===== config.mk =====
export PLATFORM = sky130hd
export DESIGN_NAME = spss_sync_schedule
export DESIGN_NICKNAME = d
export VERILOG_FILES = /design/src/common/spss_pkg.sv /design/src/rtl/spss_snapshot.sv /design/src/rtl/spss_sync_schedule.sv
export SDC_FILE = /design/constraint.sdc
export NUM_CORES = 2
export LEC_CHECK = 0
export BUFFER_PORTS_ARGS = -buffer_cell sky130_fd_sc_hd__buf_2
export CAP_MARGIN = 20
export CORE_MARGIN = 5
export CORE_UTILIZATION = 50
export DETAILED_ROUTE_END_ITERATION = 10
export GPL_ROUTABILITY_DRIVEN = 1
export PLACE_DENSITY = 0.77
export SLEW_MARGIN = 20
export SYNTH_ARGS = -nofsm -noshare
export SYNTH_HDL_FRONTEND = slang
export SYNTH_SLANG_ARGS = --single-unit

===== constraint.sdc =====
create_clock -name clk -period 47 [get_ports clk]
set_input_delay 7.05 -clock clk [delete_from_list [all_inputs] [get_ports clk]]
set_output_delay 7.05 -clock clk [all_outputs]
set_load 0.05 [all_outputs]

===== src/common/spss_pkg.sv =====
package spss_pkg;

  // Register offsets, byte addresses
  localparam logic [15:0] OFS_OWNERSHIP = 16'h0980;
  localparam logic [15:0] OFS_ACTIVATION = 16'h0981;
  localparam logic [15:0] OFS_PULSE_WIDTH = 16'h0982;
  localparam logic [15:0] OFS_ACT_STATE = 16'h0984;
  localparam logic [15:0] OFS_FIRST_ACK = 16'h098E;
  localparam logic [15:0] OFS_SECOND_ACK = 16'h098F;
  localparam logic [15:0] OFS_START_TIME = 16'h0990;
  localparam logic [15:0] OFS_NEXT_SECOND = 16'h0998;
  localparam logic [15:0] OFS_FIRST_PERIOD = 16'h09A0;

  // Activation control bit positions
  localparam int unsigned ACT_ENABLE = 0;
  localparam int unsigned ACT_GEN_FIRST = 1;
  localparam int unsigned ACT_GEN_SECOND = 2;
  localparam int unsigned ACT_AUTO = 3;
  localparam int unsigned ACT_EXTEND = 4;
  localparam int unsigned ACT_PLAUS = 5;
  localparam int unsigned ACT_NEAR_SHORT = 6;
  localparam int unsigned ACT_DEBUG = 7;

  // Activation status bit positions
  localparam int unsigned ST_FIRST_PENDING = 0;
  localparam int unsigned ST_SECOND_PENDING = 1;
  localparam int unsigned ST_PLAUS_OUT = 2;

  // Acknowledge state and ownership bit positions
  localparam int unsigned ACK_STATE_BIT = 0;
  localparam int unsigned OWN_HOST_BIT = 0;

  // Reset values
  localparam logic [7:0] ACT_RESET = 8'h00;
  localparam logic [63:0] TIME_RESET = 64'h0000_0000_0000_0000;
  localparam logic [31:0] PERIOD_RESET = 32'h0000_0000;

  // System time is 64 bits wide in this build
  localparam logic WIDE_TIME = 1'b1;

  // Near-future windows
  localparam logic [63:0] NEAR_LONG = 64'h8000_0000_0000_0000;
  localparam logic [63:0] NEAR_SHORT = 64'h0000_0000_8000_0000;

  // Timing
  localparam int unsigned PULSE_UNIT_NS = 10;
  localparam int unsigned CLK_PERIOD_NS = 20;

  // Access sides
  localparam int unsigned SIDE_NET = 0;
  localparam int unsigned SIDE_HOST = 1;

  typedef enum logic [1:0] {
    OUT_IDLE = 2'b00,
    OUT_TIMED = 2'b01,
    OUT_HELD = 2'b10
  } spss_out_t;

endpackage


===== src/rtl/spss_snapshot.sv =====
`timescale 1ns/10ps
`default_nettype none
module spss_snapshot
  import spss_pkg::*;
(
  input wire logic clk, // System clock
  input wire logic rst, // Synchronous reset
  input wire logic rd, // Read strobe of this side
  input wire logic [15:0] addr, // Byte address of this side
  input wire logic [63:0] start_live, // Live next first pulse time
  input wire logic [63:0] second_live, // Live next second pulse time
  output logic [55:0] start_snap, // Held bits 63:8 of start register
  output logic [55:0] second_snap // Held bits 63:8 of second register
);

  typedef struct packed {
    logic [55:0] start_hi;
    logic [55:0] second_hi;
  } spss_snap_t;

  spss_snap_t s;
  spss_snap_t next_s;

  always_comb
  begin
    next_s = s;
    if (rd && addr == OFS_START_TIME)
    begin
      next_s.start_hi = start_live[63:8];
    end
    if (rd && addr == OFS_NEXT_SECOND)
    begin
      next_s.second_hi = second_live[63:8];
    end
  end

  always_ff @(posedge clk)
  begin
    if (rst)
    begin
      s <= '0;
    end
    else
    begin
      s <= next_s;
    end
  end

  assign start_snap = s.start_hi;
  assign second_snap = s.second_hi;

endmodule // spss_snapshot
`default_nettype wire


===== src/rtl/spss_sync_schedule.sv =====
// Overview of operation
// - Status bit 0: first channel first pulse pending
// - Status bit 1: second channel first pulse pending
// - Status bit 2: start time outside near future
// - Ack state bit follows output; host ack clears
// - Read-ack mode: host read clears event request
// - Write-ack mode: host write clears, data ignored
// - Start write loads time; read gives next pulse
// - Low byte read snapshots upper bits per side
// - Start writes accepted from owning side only
// - Start time adopted on activation rising edge
// - Auto-activation sets enable after start write
// - Lower-only write extended to 64 bits
// - Read-only next second pulse time register
// - First pulses spaced by cycle time in ns
// - Zero cycle time gives single shot
// - Start register 32 or 64 bits wide
// - Width in 10 ns units; zero holds output
// - Scheduling runs only while unit enabled
`timescale 1ns/10ps
`default_nettype none
module spss_sync_schedule
  import spss_pkg::*;
(
  input wire logic clk, // System clock, 50 MHz
  input wire logic rst, // Synchronous reset, active high
  input wire logic [15:0] net_addr, // Network side byte address
  input wire logic net_rd, // Network side read strobe
  input wire logic net_wr, // Network side write strobe
  input wire logic [7:0] net_wdata, // Network side write byte
  output logic [7:0] net_rdata, // Network side read byte
  input wire logic [15:0] host_addr, // Host port byte address
  input wire logic host_rd, // Host port read strobe
  input wire logic host_wr, // Host port write strobe
  input wire logic [7:0] host_wdata, // Host port write byte
  output logic [7:0] host_rdata, // Host port read byte
  input wire logic frame_end, // End of network frame pulse
  input wire logic [63:0] system_time, // System time in ns
  input wire logic [15:0] pulse_width, // Pulse width, 10 ns units
  input wire logic ack_by_write, // Host acknowledges by write
  input wire logic [63:0] next_second_time, // Next second pulse time
  input wire logic second_pending, // Second first pulse pending
  input wire logic second_sync_pulse, // Second channel output level
  output logic first_sync_pulse, // First channel output
  output logic [1:0] app_event_request, // Event requests, first/second
  output logic second_ack_clear, // Clears held second output
  output logic unit_active, // Unit enable bit
  output logic second_gen_enable // Second channel generation
);

  typedef struct packed {
    logic owner_host;
    logic [7:0] act;
    logic [63:0] start_stage;
    logic start_pending;
    logic upper_written;
    logic [63:0] next_first;
    logic [31:0] period;
    logic first_pending;
    logic plaus_out;
    logic single_done;
    spss_out_t out_state;
    logic first_out;
    logic [16:0] pulse_cnt;
    logic [1:0] event_req;
    logic second_prev;
    logic second_ack_clear;
    logic [1:0][7:0] rdata;
  } spss_state_t;

  spss_state_t s;
  spss_state_t next_s;

  logic [15:0] addr_a [2];
  logic rd_a [2];
  logic wr_a [2];
  logic [7:0] wdata_a [2];
  logic [55:0] snap_start [2];
  logic [55:0] snap_second [2];
  logic owner_ok [2];

  assign addr_a[SIDE_NET] = net_addr;
  assign addr_a[SIDE_HOST] = host_addr;
  assign rd_a[SIDE_NET] = net_rd;
  assign rd_a[SIDE_HOST] = host_rd;
  assign wr_a[SIDE_NET] = net_wr;
  assign wr_a[SIDE_HOST] = host_wr;
  assign wdata_a[SIDE_NET] = net_wdata;
  assign wdata_a[SIDE_HOST] = host_wdata;
  assign owner_ok[SIDE_NET] = !s.owner_host;
  assign owner_ok[SIDE_HOST] = s.owner_host;

  // Eight-byte register window hit
  function automatic logic hit8(input logic [15:0] a, input logic [15:0] b);
    return a[15:3] == b[15:3];
  endfunction

  // Four-byte register window hit
  function automatic logic hit4(input logic [15:0] a, input logic [15:0] b);
    return a[15:2] == b[15:2];
  endfunction

  // Upper half of a 64-bit window absent in 32-bit builds
  function automatic logic lane_ok(input logic [15:0] a);
    return WIDE_TIME || !a[2];
  endfunction

  // Pulse width in 10 ns units to clock cycles, rounded up
  function automatic logic [16:0] width_cycles(input logic [15:0] w);
    logic [31:0] ns;
    ns = 32'(w) * PULSE_UNIT_NS + (CLK_PERIOD_NS - 1);
    return 17'(ns / CLK_PERIOD_NS);
  endfunction

  spss_snapshot u_snap_net (
    .clk(clk),
    .rst(rst),
    .rd(net_rd),
    .addr(net_addr),
    .start_live(s.next_first),
    .second_live(next_second_time),
    .start_snap(snap_start[SIDE_NET]),
    .second_snap(snap_second[SIDE_NET])
  );

  spss_snapshot u_snap_host (
    .clk(clk),
    .rst(rst),
    .rd(host_rd),
    .addr(host_addr),
    .start_live(s.next_first),
    .second_live(next_second_time),
    .start_snap(snap_start[SIDE_HOST]),
    .second_snap(snap_second[SIDE_HOST])
  );

  always_comb
  begin
    logic adopt;
    logic act_wr;
    logic [7:0] act_new;
    logic [1:0] start_hit;
    logic commit;
    logic debug_fire;
    logic immediate;
    logic reached;
    logic fire;
    logic [63:0] diff;
    logic [63:0] full;
    logic [7:0] rb;
    adopt = 1'b0;
    act_wr = 1'b0;
    act_new = s.act;
    start_hit = 2'b00;
    commit = 1'b0;
    debug_fire = 1'b0;
    immediate = 1'b0;
    reached = 1'b0;
    fire = 1'b0;
    diff = '0;
    full = '0;
    rb = 8'h00;
    next_s = s;
    next_s.second_ack_clear = 1'b0;

    for (int i = 0; i < 2; i++)
    begin
      // Register writes
      if (wr_a[i] && i == SIDE_NET && addr_a[i] == OFS_OWNERSHIP)
      begin
        next_s.owner_host = wdata_a[i][OWN_HOST_BIT];
      end
      if (wr_a[i] && owner_ok[i])
      begin
        if (addr_a[i] == OFS_ACTIVATION)
        begin
          act_wr = 1'b1;
          act_new = wdata_a[i];
        end
        if (hit8(addr_a[i], OFS_START_TIME) && lane_ok(addr_a[i]))
        begin
          next_s.start_stage[{addr_a[i][2:0], 3'b000} +: 8] = wdata_a[i];
          start_hit[i] = 1'b1;
          if (addr_a[i][2])
          begin
            next_s.upper_written = 1'b1;
          end
        end
        if (hit4(addr_a[i], OFS_FIRST_PERIOD))
        begin
          next_s.period[{addr_a[i][1:0], 3'b000} +: 8] = wdata_a[i];
        end
      end

      // Register reads, answered one cycle after the strobe
      rb = 8'h00;
      if (addr_a[i] == OFS_OWNERSHIP)
      begin
        rb = {7'h00, s.owner_host};
      end
      else if (addr_a[i] == OFS_ACTIVATION)
      begin
        rb = s.act;
      end
      else if (addr_a[i] == OFS_PULSE_WIDTH)
      begin
        rb = pulse_width[7:0];
      end
      else if (addr_a[i] == OFS_PULSE_WIDTH + 16'h0001)
      begin
        rb = pulse_width[15:8];
      end
      else if (addr_a[i] == OFS_ACT_STATE)
      begin
        rb[ST_FIRST_PENDING] = s.first_pending;
        rb[ST_SECOND_PENDING] = second_pending;
        rb[ST_PLAUS_OUT] = s.plaus_out;
      end
      else if (addr_a[i] == OFS_FIRST_ACK)
      begin
        rb[ACK_STATE_BIT] = s.first_out;
      end
      else if (addr_a[i] == OFS_SECOND_ACK)
      begin
        rb[ACK_STATE_BIT] = second_sync_pulse;
      end
      else if (hit8(addr_a[i], OFS_START_TIME) && lane_ok(addr_a[i]))
      begin
        full = {snap_start[i], s.next_first[7:0]};
        rb = full[{addr_a[i][2:0], 3'b000} +: 8];
      end
      else if (hit8(addr_a[i], OFS_NEXT_SECOND) && lane_ok(addr_a[i]))
      begin
        full = {snap_second[i], next_second_time[7:0]};
        rb = full[{addr_a[i][2:0], 3'b000} +: 8];
      end
      else if (hit4(addr_a[i], OFS_FIRST_PERIOD))
      begin
        rb = s.period[{addr_a[i][1:0], 3'b000} +: 8];
      end
      if (rd_a[i])
      begin
        next_s.rdata[i] = rb;
      end
    end

    // Host acknowledge of channel status registers
    if ((ack_by_write ? host_wr : host_rd) && host_addr == OFS_FIRST_ACK)
    begin
      next_s.event_req[0] = 1'b0;
      if (s.out_state == OUT_HELD)
      begin
        next_s.out_state = OUT_IDLE;
      end
    end
    if ((ack_by_write ? host_wr : host_rd) && host_addr == OFS_SECOND_ACK)
    begin
      next_s.event_req[1] = 1'b0;
      next_s.second_ack_clear = 1'b1;
    end

    // Start time completion: frame end or end of a host write burst
    if (|start_hit)
    begin
      next_s.start_pending = 1'b1;
    end
    commit = s.start_pending && (s.owner_host ? !(|start_hit) : frame_end);
    if (commit)
    begin
      if (s.act[ACT_EXTEND] && !next_s.upper_written && WIDE_TIME)
      begin
        next_s.start_stage[63:32] = system_time[63:32] +
          32'(next_s.start_stage[31:0] < system_time[31:0]);
      end
      next_s.start_pending = 1'b0;
      next_s.upper_written = 1'b0;
      if (s.act[ACT_AUTO] && !s.act[ACT_ENABLE])
      begin
        adopt = 1'b1;
      end
    end

    // Activation register write
    if (act_wr)
    begin
      next_s.act = act_new & 8'h7F;
      debug_fire = act_new[ACT_DEBUG];
      if (act_new[ACT_ENABLE] && !s.act[ACT_ENABLE])
      begin
        adopt = 1'b1;
      end
    end
    if (adopt)
    begin
      next_s.act[ACT_ENABLE] = 1'b1;
      next_s.next_first = next_s.start_stage;
      next_s.first_pending = 1'b1;
      next_s.single_done = 1'b0;
      diff = next_s.start_stage - system_time;
      next_s.plaus_out = diff >= (next_s.act[ACT_NEAR_SHORT] ?
        NEAR_SHORT : NEAR_LONG);
    end
    if (!next_s.act[ACT_ENABLE])
    begin
      next_s.first_pending = 1'b0;
    end

    // Pulse length timer
    case (s.out_state)
      OUT_IDLE:
      begin
        next_s.pulse_cnt = '0;
      end
      OUT_TIMED:
      begin
        if (s.pulse_cnt <= 17'h00001)
        begin
          next_s.out_state = OUT_IDLE;
          next_s.pulse_cnt = '0;
        end
        else
        begin
          next_s.pulse_cnt = s.pulse_cnt - 17'h00001;
        end
      end
      OUT_HELD:
      begin
        next_s.pulse_cnt = '0;
      end
      default:
      begin
        next_s.out_state = OUT_IDLE;
      end
    endcase

    // First channel scheduler
    immediate = s.first_pending && s.act[ACT_PLAUS] && s.plaus_out;
    reached = !system_time_before(system_time, s.next_first);
    fire = s.act[ACT_ENABLE] && s.act[ACT_GEN_FIRST] && !s.single_done &&
      !adopt && (immediate || reached);
    if (fire || (debug_fire && next_s.act[ACT_GEN_FIRST]))
    begin
      next_s.event_req[0] = 1'b1;
      if (pulse_width == 16'h0000)
      begin
        next_s.out_state = OUT_HELD;
      end
      else
      begin
        next_s.out_state = OUT_TIMED;
        next_s.pulse_cnt = width_cycles(pulse_width);
      end
    end
    if (fire)
    begin
      next_s.first_pending = 1'b0;
      if (s.period == PERIOD_RESET)
      begin
        next_s.single_done = 1'b1;
      end
      else
      begin
        next_s.next_first = s.next_first + 64'(s.period);
      end
    end

    // Second channel event request on its output rising edge
    if (second_sync_pulse && !s.second_prev)
    begin
      next_s.event_req[1] = 1'b1;
    end
    next_s.second_prev = second_sync_pulse;
    next_s.first_out = next_s.out_state != OUT_IDLE;
  end

  // True while time a lies before time b, modulo wrap
  function automatic logic system_time_before(input logic [63:0] a,
    input logic [63:0] b);
    logic [63:0] d;
    d = a - b;
    return d[63];
  endfunction

  always_ff @(posedge clk)
  begin
    if (rst)
    begin
      s <= '0;
      s.act <= ACT_RESET;
      s.start_stage <= TIME_RESET;
      s.next_first <= TIME_RESET;
      s.period <= PERIOD_RESET;
      s.out_state <= OUT_IDLE;
    end
    else
    begin
      s <= next_s;
    end
  end

  assign net_rdata = s.rdata[SIDE_NET];
  assign host_rdata = s.rdata[SIDE_HOST];
  assign first_sync_pulse = s.first_out;
  assign app_event_request = s.event_req;
  assign second_ack_clear = s.second_ack_clear;
  assign unit_active = s.act[ACT_ENABLE];
  assign second_gen_enable = s.act[ACT_GEN_SECOND];

endmodule // spss_sync_schedule
`default_nettype wire


Word level (Yosys, flattened, before mapping)
Index checks and enable logic that the tools add are counted.

storage, ports and cells
  register bits after elaboration = 437
  word-level logic and storage cells = 210

operators by class
  add/sub/neg operators = 10
  $mul = 1
  div/mod/pow operators = 1
  magnitude comparators = 3
  equal/unequal tests = 26
  shift-type cells = 14
  muxes and demuxes = 89
  bitwise gates (word level) = 1
  reductions and logical operators = 41

operators by type and width
  cell                      count
  $mux W64                  8
  $eq A16 B12 Y1 const B    18
  $shiftx A64 B7 Y8         4
  $mux W32                  6
  $mux W8                   18
  $bwmux W64                2
  $shift A8 B8 Y64 const A  2
  $shiftx A8 B8 Y64         2
  $sub A64 B64 Y64          2
  $add A64 B32 Y64          1
  $bwmux W32                2
  $ge A64 B64 Y1            1
  $shift A8 B7 Y32 const A  2
  $shiftx A32 B6 Y8         2
  $shiftx A8 B7 Y32         2
  $eq A13 B9 Y1 const B     4
  $mux W17                  3
  $mux W7                   5
  $mux W1                   34
  $pmux W17 S2              1
  $add A32 B1 Y32           1
  $div A32 B5 Y32 const B   1
  $logic_not A32 Y1         1
  $lt A32 B32 Y1            1
  other kinds (22)          63

Longest topological paths before layout
  word-level depth = 16
  gate-level depth with buffers = 72
  gate-level depth less buffers = 69

Cells and area by module
A second synthesis with hierarchy kept.

unflattened totals
  cell total of the unflattened synthesis = 4858
  area, all modules = 36098.4 um^2

by module, submodules not included
  module              instances  cells an instance  area each (um^2)  sequential area each (um^2)
  spss_sync_schedule  1          3826               27492.6           4264.1
  spss_snapshot       2          516                4302.9            2242.2

Worst setup path before layout
Ideal clock, no wire load.

  path type = input to register
  from = in pulse_width[1]
  to = reg s[20] in the netlist's numbering
  library setup time = 0.088 ns
  arrival = 20.231 ns
  path slack = 26.681 ns
  stages = 51
  buffers on the path = 2
  cells stage by stage = ha_1 > ha_1 > fa_1 > xor2_1 > nand3_1 > or4_1 > nor3_4 > o211ai_1 > xor2_1 > o2111ai_2 > a22oi_2 > mux2i_1 > or4b_1 > or3_4 > and3_1 > a211o_1 > a2111oi_4 > nand2_1 > (+15 left out) > buf_4 > nand3_1 > and3_1 > a21boi_2 > or4b_1 > a31o_1 > a221oi_2 > nor2_1 > o21ai_2 > buf_6 > mux2_1 > a221o_1 > and2_4 > maj3_2 > a221o_1 > nor3_1 > a211oi_1 > o32ai_2

on the way
  longest elaborated chain between the ends = 5

RTL lines
  element               RTL line                   source
  start, declared       spss_sync_schedule.sv:39   input wire logic [15:0] pulse_width,
  $mul A16 B3 Y19       spss_sync_schedule.sv:111  ns = 32'(w) * PULSE_UNIT_NS + (CLK_PERIOD_NS - 1);
  $add A20 B5 Y21       spss_sync_schedule.sv:111
  $div A32 B5 Y32       spss_sync_schedule.sv:112  return 17'(ns / CLK_PERIOD_NS);
  $mux W17 *            spss_sync_schedule.sv:344  if (pulse_width == 16'h0000)
  $mux W17 *            spss_sync_schedule.sv:341  if (fire || (debug_fire && next_s.act[ACT_GEN_FIRST]))
  end signal, assigned  spss_sync_schedule.sv:397  s <= next_s;
  end, declared         spss_sync_schedule.sv:71   spss_state_t s;

Mark *: on every way between the ends. The rest lies on a longest branch, timed or not.
A chain may end at the register's enable or synchronous reset.

==> impl_metrics.ini <==
[power]
pwr-share-seq_pct = 13.6
clkPwrFrac_pct = 14.6
finalPower_mw = 2.734
pwr-share-comb_pct = 71.9
p_int_mw = 1.324
power_leakage_nw = 14.86
switching_share_pct = 51.56
p_per_area_nw_per_um2 = 70.70
ir_drop_v = 0.0002167
p_switching_mw = 1.410

[place]
gp_congestion = 0.9960
place_area_um2 = 36980
dp_hpwl_um = 94240
portBuffers = 223

[clock_tree]
post_cts_resized = 0
cts_inserted_buffers = 47
clk_latency_ns = 0.61
ctsHtreeMaxLevel = 2
cts_tree = yes
cts_max_path_buffers = 3
clockRootBuffer = clkbuf_16
cts_setup_buffers = 0
cts_num_sinks = 437
clkTransAtPathRegs_ns = 0.06
hold_buffers = 0

[timing]
slew_headroom_pct = 23.26
fin_crit_ns = 24.00
maxSlewViolCount = 0
fmax_ghz = 0.04166
finClkSkew_ns = 0.03486
setup_viol = 0
finalHoldViolCount = 0
rsz0062_at_grt = no
worst_pin_slew_ns = 1.148
final.setup.tns_ns = 0
period_share_pct = 51.07

[worst_hold_path]
hp-class = reg -> reg

[synth]
synth_top_family_by_area = compound AO/OA/AOI/OAI gates
avgSynthCellArea_um2 = 7.410
synth_fp_nets = 5192
netlist_area_um2 = 35410
ys.flop_type = dfxtp_1
ys_async_sr_fraction_pct = 0
synth_edf_count = 0
synth_fa_ha_area_share_pct = 7.607
muxShareOfSynthArea_pct = 8.448
ys_types = 135
ys_warn_count = 0
synth_compound_area_share_pct = 24.80
yosys.area_share.simple_pct = 24.50
synth_xor_xnor_area_share_pct = 3.833
ys_seq_elements = 437
synth_cells = 4779
synth.yosys.seq_area_share_pct = 24.70

[floorplan]
core_area_um2 = 70150
rows = 97
io_pins = 224
die_area_um2 = 76250
initial_core_util_pct = 50.48
die_height_um = 276.1
dieWidth_um = 276.1

[worst_setup_path]
cp.required_ns = 47.43
crit_slowest_cell = or4b_2
crit_path_end = s[41]
timing.rr.end = s[41]
path_class = in -> reg
cp_common_cell = o21ai_0
arrival_ns = 24.44
max_stage_delay_ns = 0.87
reg2reg_from = owner_ok[0]
crit_start = host_addr[13]
end_kind = register
reg2reg_setup_slack_ns = 30.97
critPathLaunchType = input port
cp_max_fo = 16
ff2ff_path_depth = 65

[detailed_routing]
dr_total_vias = 36900
routed_wl_um = 126200
vias_per_cell = 6.348
post_drt_wl_per_cell_um = 21.71
dr.first_iter.drc_count = 4256
drc = 0
detail_route.first_pass.iterations = 6
postRouteAntennaNets = 0

[finish]
fin_util_pct = 55.12
final_nets = 5237
drive_above_1_share_pct = 11.56
area_growth_pct = 9.189
post-route-cell-area_um2 = 38670

[global_route]
grt_overflow = 0
antenna_found_initial = 15
grt_pass1_wl_um = 193200
grtUsageTotal_pct = 30.90
grt_max_degree = 97
grt_pass1_vias = 33840

[status]
status = completed

[run]
cap_violations = 0
## worst min path at each step
stage                                      from                          end  slack, ns  depth (start not counted)
floorplan            u_snap_host.second_snap[0]   u_snap_host.second_snap[0]       0.43                          2
global placement     u_snap_host.start_snap[12]   u_snap_host.start_snap[12]       0.43                          2
detailed placement    u_snap_host.start_snap[4]    u_snap_host.start_snap[4]       0.44                          2
CTS                   u_snap_net.start_snap[49]    u_snap_net.start_snap[49]       0.45                          2
global route         u_snap_host.start_snap[13]   u_snap_host.start_snap[13]       0.47                          2
finish              u_snap_host.second_snap[29]  u_snap_host.second_snap[29]       0.45                          2
## cell usage after synthesis, drive strengths merged (11+ instances only)
| cell type | count | area (um^2) |
|---|---|---|
| o21a | 18 | 135.1 |
| o31ai | 19 | 142.6 |
| or2 | 21 | 131.4 |
| and2 | 48 | 302.8 |
| a211o | 15 | 131.4 |
| a31oi | 35 | 225.2 |
| a32oi | 25 | 226.5 |
| buf | 49 | 289.0 |
| or4 | 19 | 150.1 |
| mux2i | 81 | 814.5 |
| xnor2 | 117 | 1025 |
| nand4 | 31 | 193.9 |
| a221oi | 24 | 252.8 |
| nand2 | 847 | 3179 |
| nor2b | 76 | 475.5 |
| nor3b | 11 | 82.58 |
| or3 | 23 | 148.9 |
| nor3 | 82 | 426.7 |
| nand2b | 55 | 344.1 |
| a211oi | 112 | 863.3 |
| inv | 276 | 1036 |
| a22oi | 36 | 275.3 |
| o2111ai | 12 | 135.1 |
| dfxtp | 437 | 8748 |
| a21boi | 29 | 225.2 |
| mux2 | 21 | 240.2 |
| nor2 | 373 | 1400 |
| o21ai | 294 | 1490 |
| clkbuf | 222 | 833.3 |
| o22ai | 15 | 113.9 |
| mux4 | 86 | 1937 |
| o211ai | 53 | 402.9 |
| ha | 208 | 2603 |
| nand3 | 131 | 660.6 |
| xor2 | 32 | 310.3 |
| and3 | 51 | 325.3 |
| nor4 | 58 | 435.4 |
| a2111oi | 11 | 141.4 |
| a31o | 13 | 122.6 |
| a21oi | 518 | 2608 |
| a21o | 42 | 325.3 |
## through the flow
step                      std cells  hold WS (ns)  worst slack (ns)
after global placement         5715        0.4347             22.95
final                          5812        0.4498             23.00
after detailed placement       5715        0.4425             22.80
after CTS                      5801        0.4514             23.32
after global routing           5804        0.4712             21.56
after floorplan                4779        0.4286             26.68
## kinds of logic after synthesis
logic type	Yosys count
simple gates	1870
xor+xnor	150
buf+inv	548
flops	437
mux	188
compound gates	1372
fa+ha+maj	214
## per-layer routing
metal | global-route usage, % | part of all wire (%) | up-vias
met5 | 0 | 0.0079 | -
li1 | - | - | 17210
met2 | 49.57 | 45 | 1979
met3 | 5.906 | 10 | 433
met4 | 14.89 | 5.8 | 2
met1 | 40.21 | 39 | 17270
## cell type report
cell class              instances  area [um^2]
fillers                      6662        31480
multi-input cells            3794        24560
clock inverters                23        320.3
flip-flops and latches        437         8748
inverters                     277         1040
repair buffers                267         1456
diodes                         11        27.53
clock buffers                  63         1336
well taps                     940         1176
## power by group through the flow
stage / clock (mW) / sequential, mW / combinational, mW
2_1_floorplan: 0 / 0.379 / 1.60
3_3_place_gp: 0 / 0.379 / 1.87
3_5_place_dp: 0 / 0.379 / 1.90
4_1_cts: 0.402 / 0.371 / 1.91
5_1_grt: 0.418 / 0.370 / 2.11
6_report: 0.399 / 0.371 / 1.96
## cell usage in the layout (no fill, tap or decap), types with 75 or more instances in the layout
cell type | netlist | layout
mux2i_1 | 80 | 80
o21ai_0 | 272 | 272
inv_1 | 275 | 275
nor2b_1 | 76 | 75
dfxtp_1 | 437 | 437
xnor2_1 | 117 | 117
a21oi_1 | 514 | 513
nand3_1 | 130 | 129
nor3_1 | 80 | 79
mux4_2 | 86 | 86
nand2_1 | 847 | 845
buf_2 | 9 | 222
a211oi_1 | 109 | 109
nor2_1 | 373 | 373
ha_1 | 208 | 208
## worst max-delay path, delay by kind of cell
kind | cells | cell delay [ns]
compound gates | 39 | 9.68
buf+inv | 2 | 0.21
fa+ha+maj | 4 | 1.22
simple gates | 21 | 6.10
xor+xnor | 1 | 0.17
## state kept, by name (all words and copies together) (netlist names)
| name | flops |
|---|---|
| second_gen_enable | 1 |
| owner_ok | 1 |
| u_snap_host.start_snap | 56 |
| u_snap_net.start_snap | 56 |
| s | 190 |
| first_sync_pulse | 1 |
| u_snap_net.second_snap | 56 |
| net_rdata | 8 |
| app_event_request | 2 |
| u_snap_host.second_snap | 56 |
| host_rdata | 8 |
| second_ack_clear | 1 |
| unit_active | 1 |
Note: power is estimated with default switching activity, not from simulation.
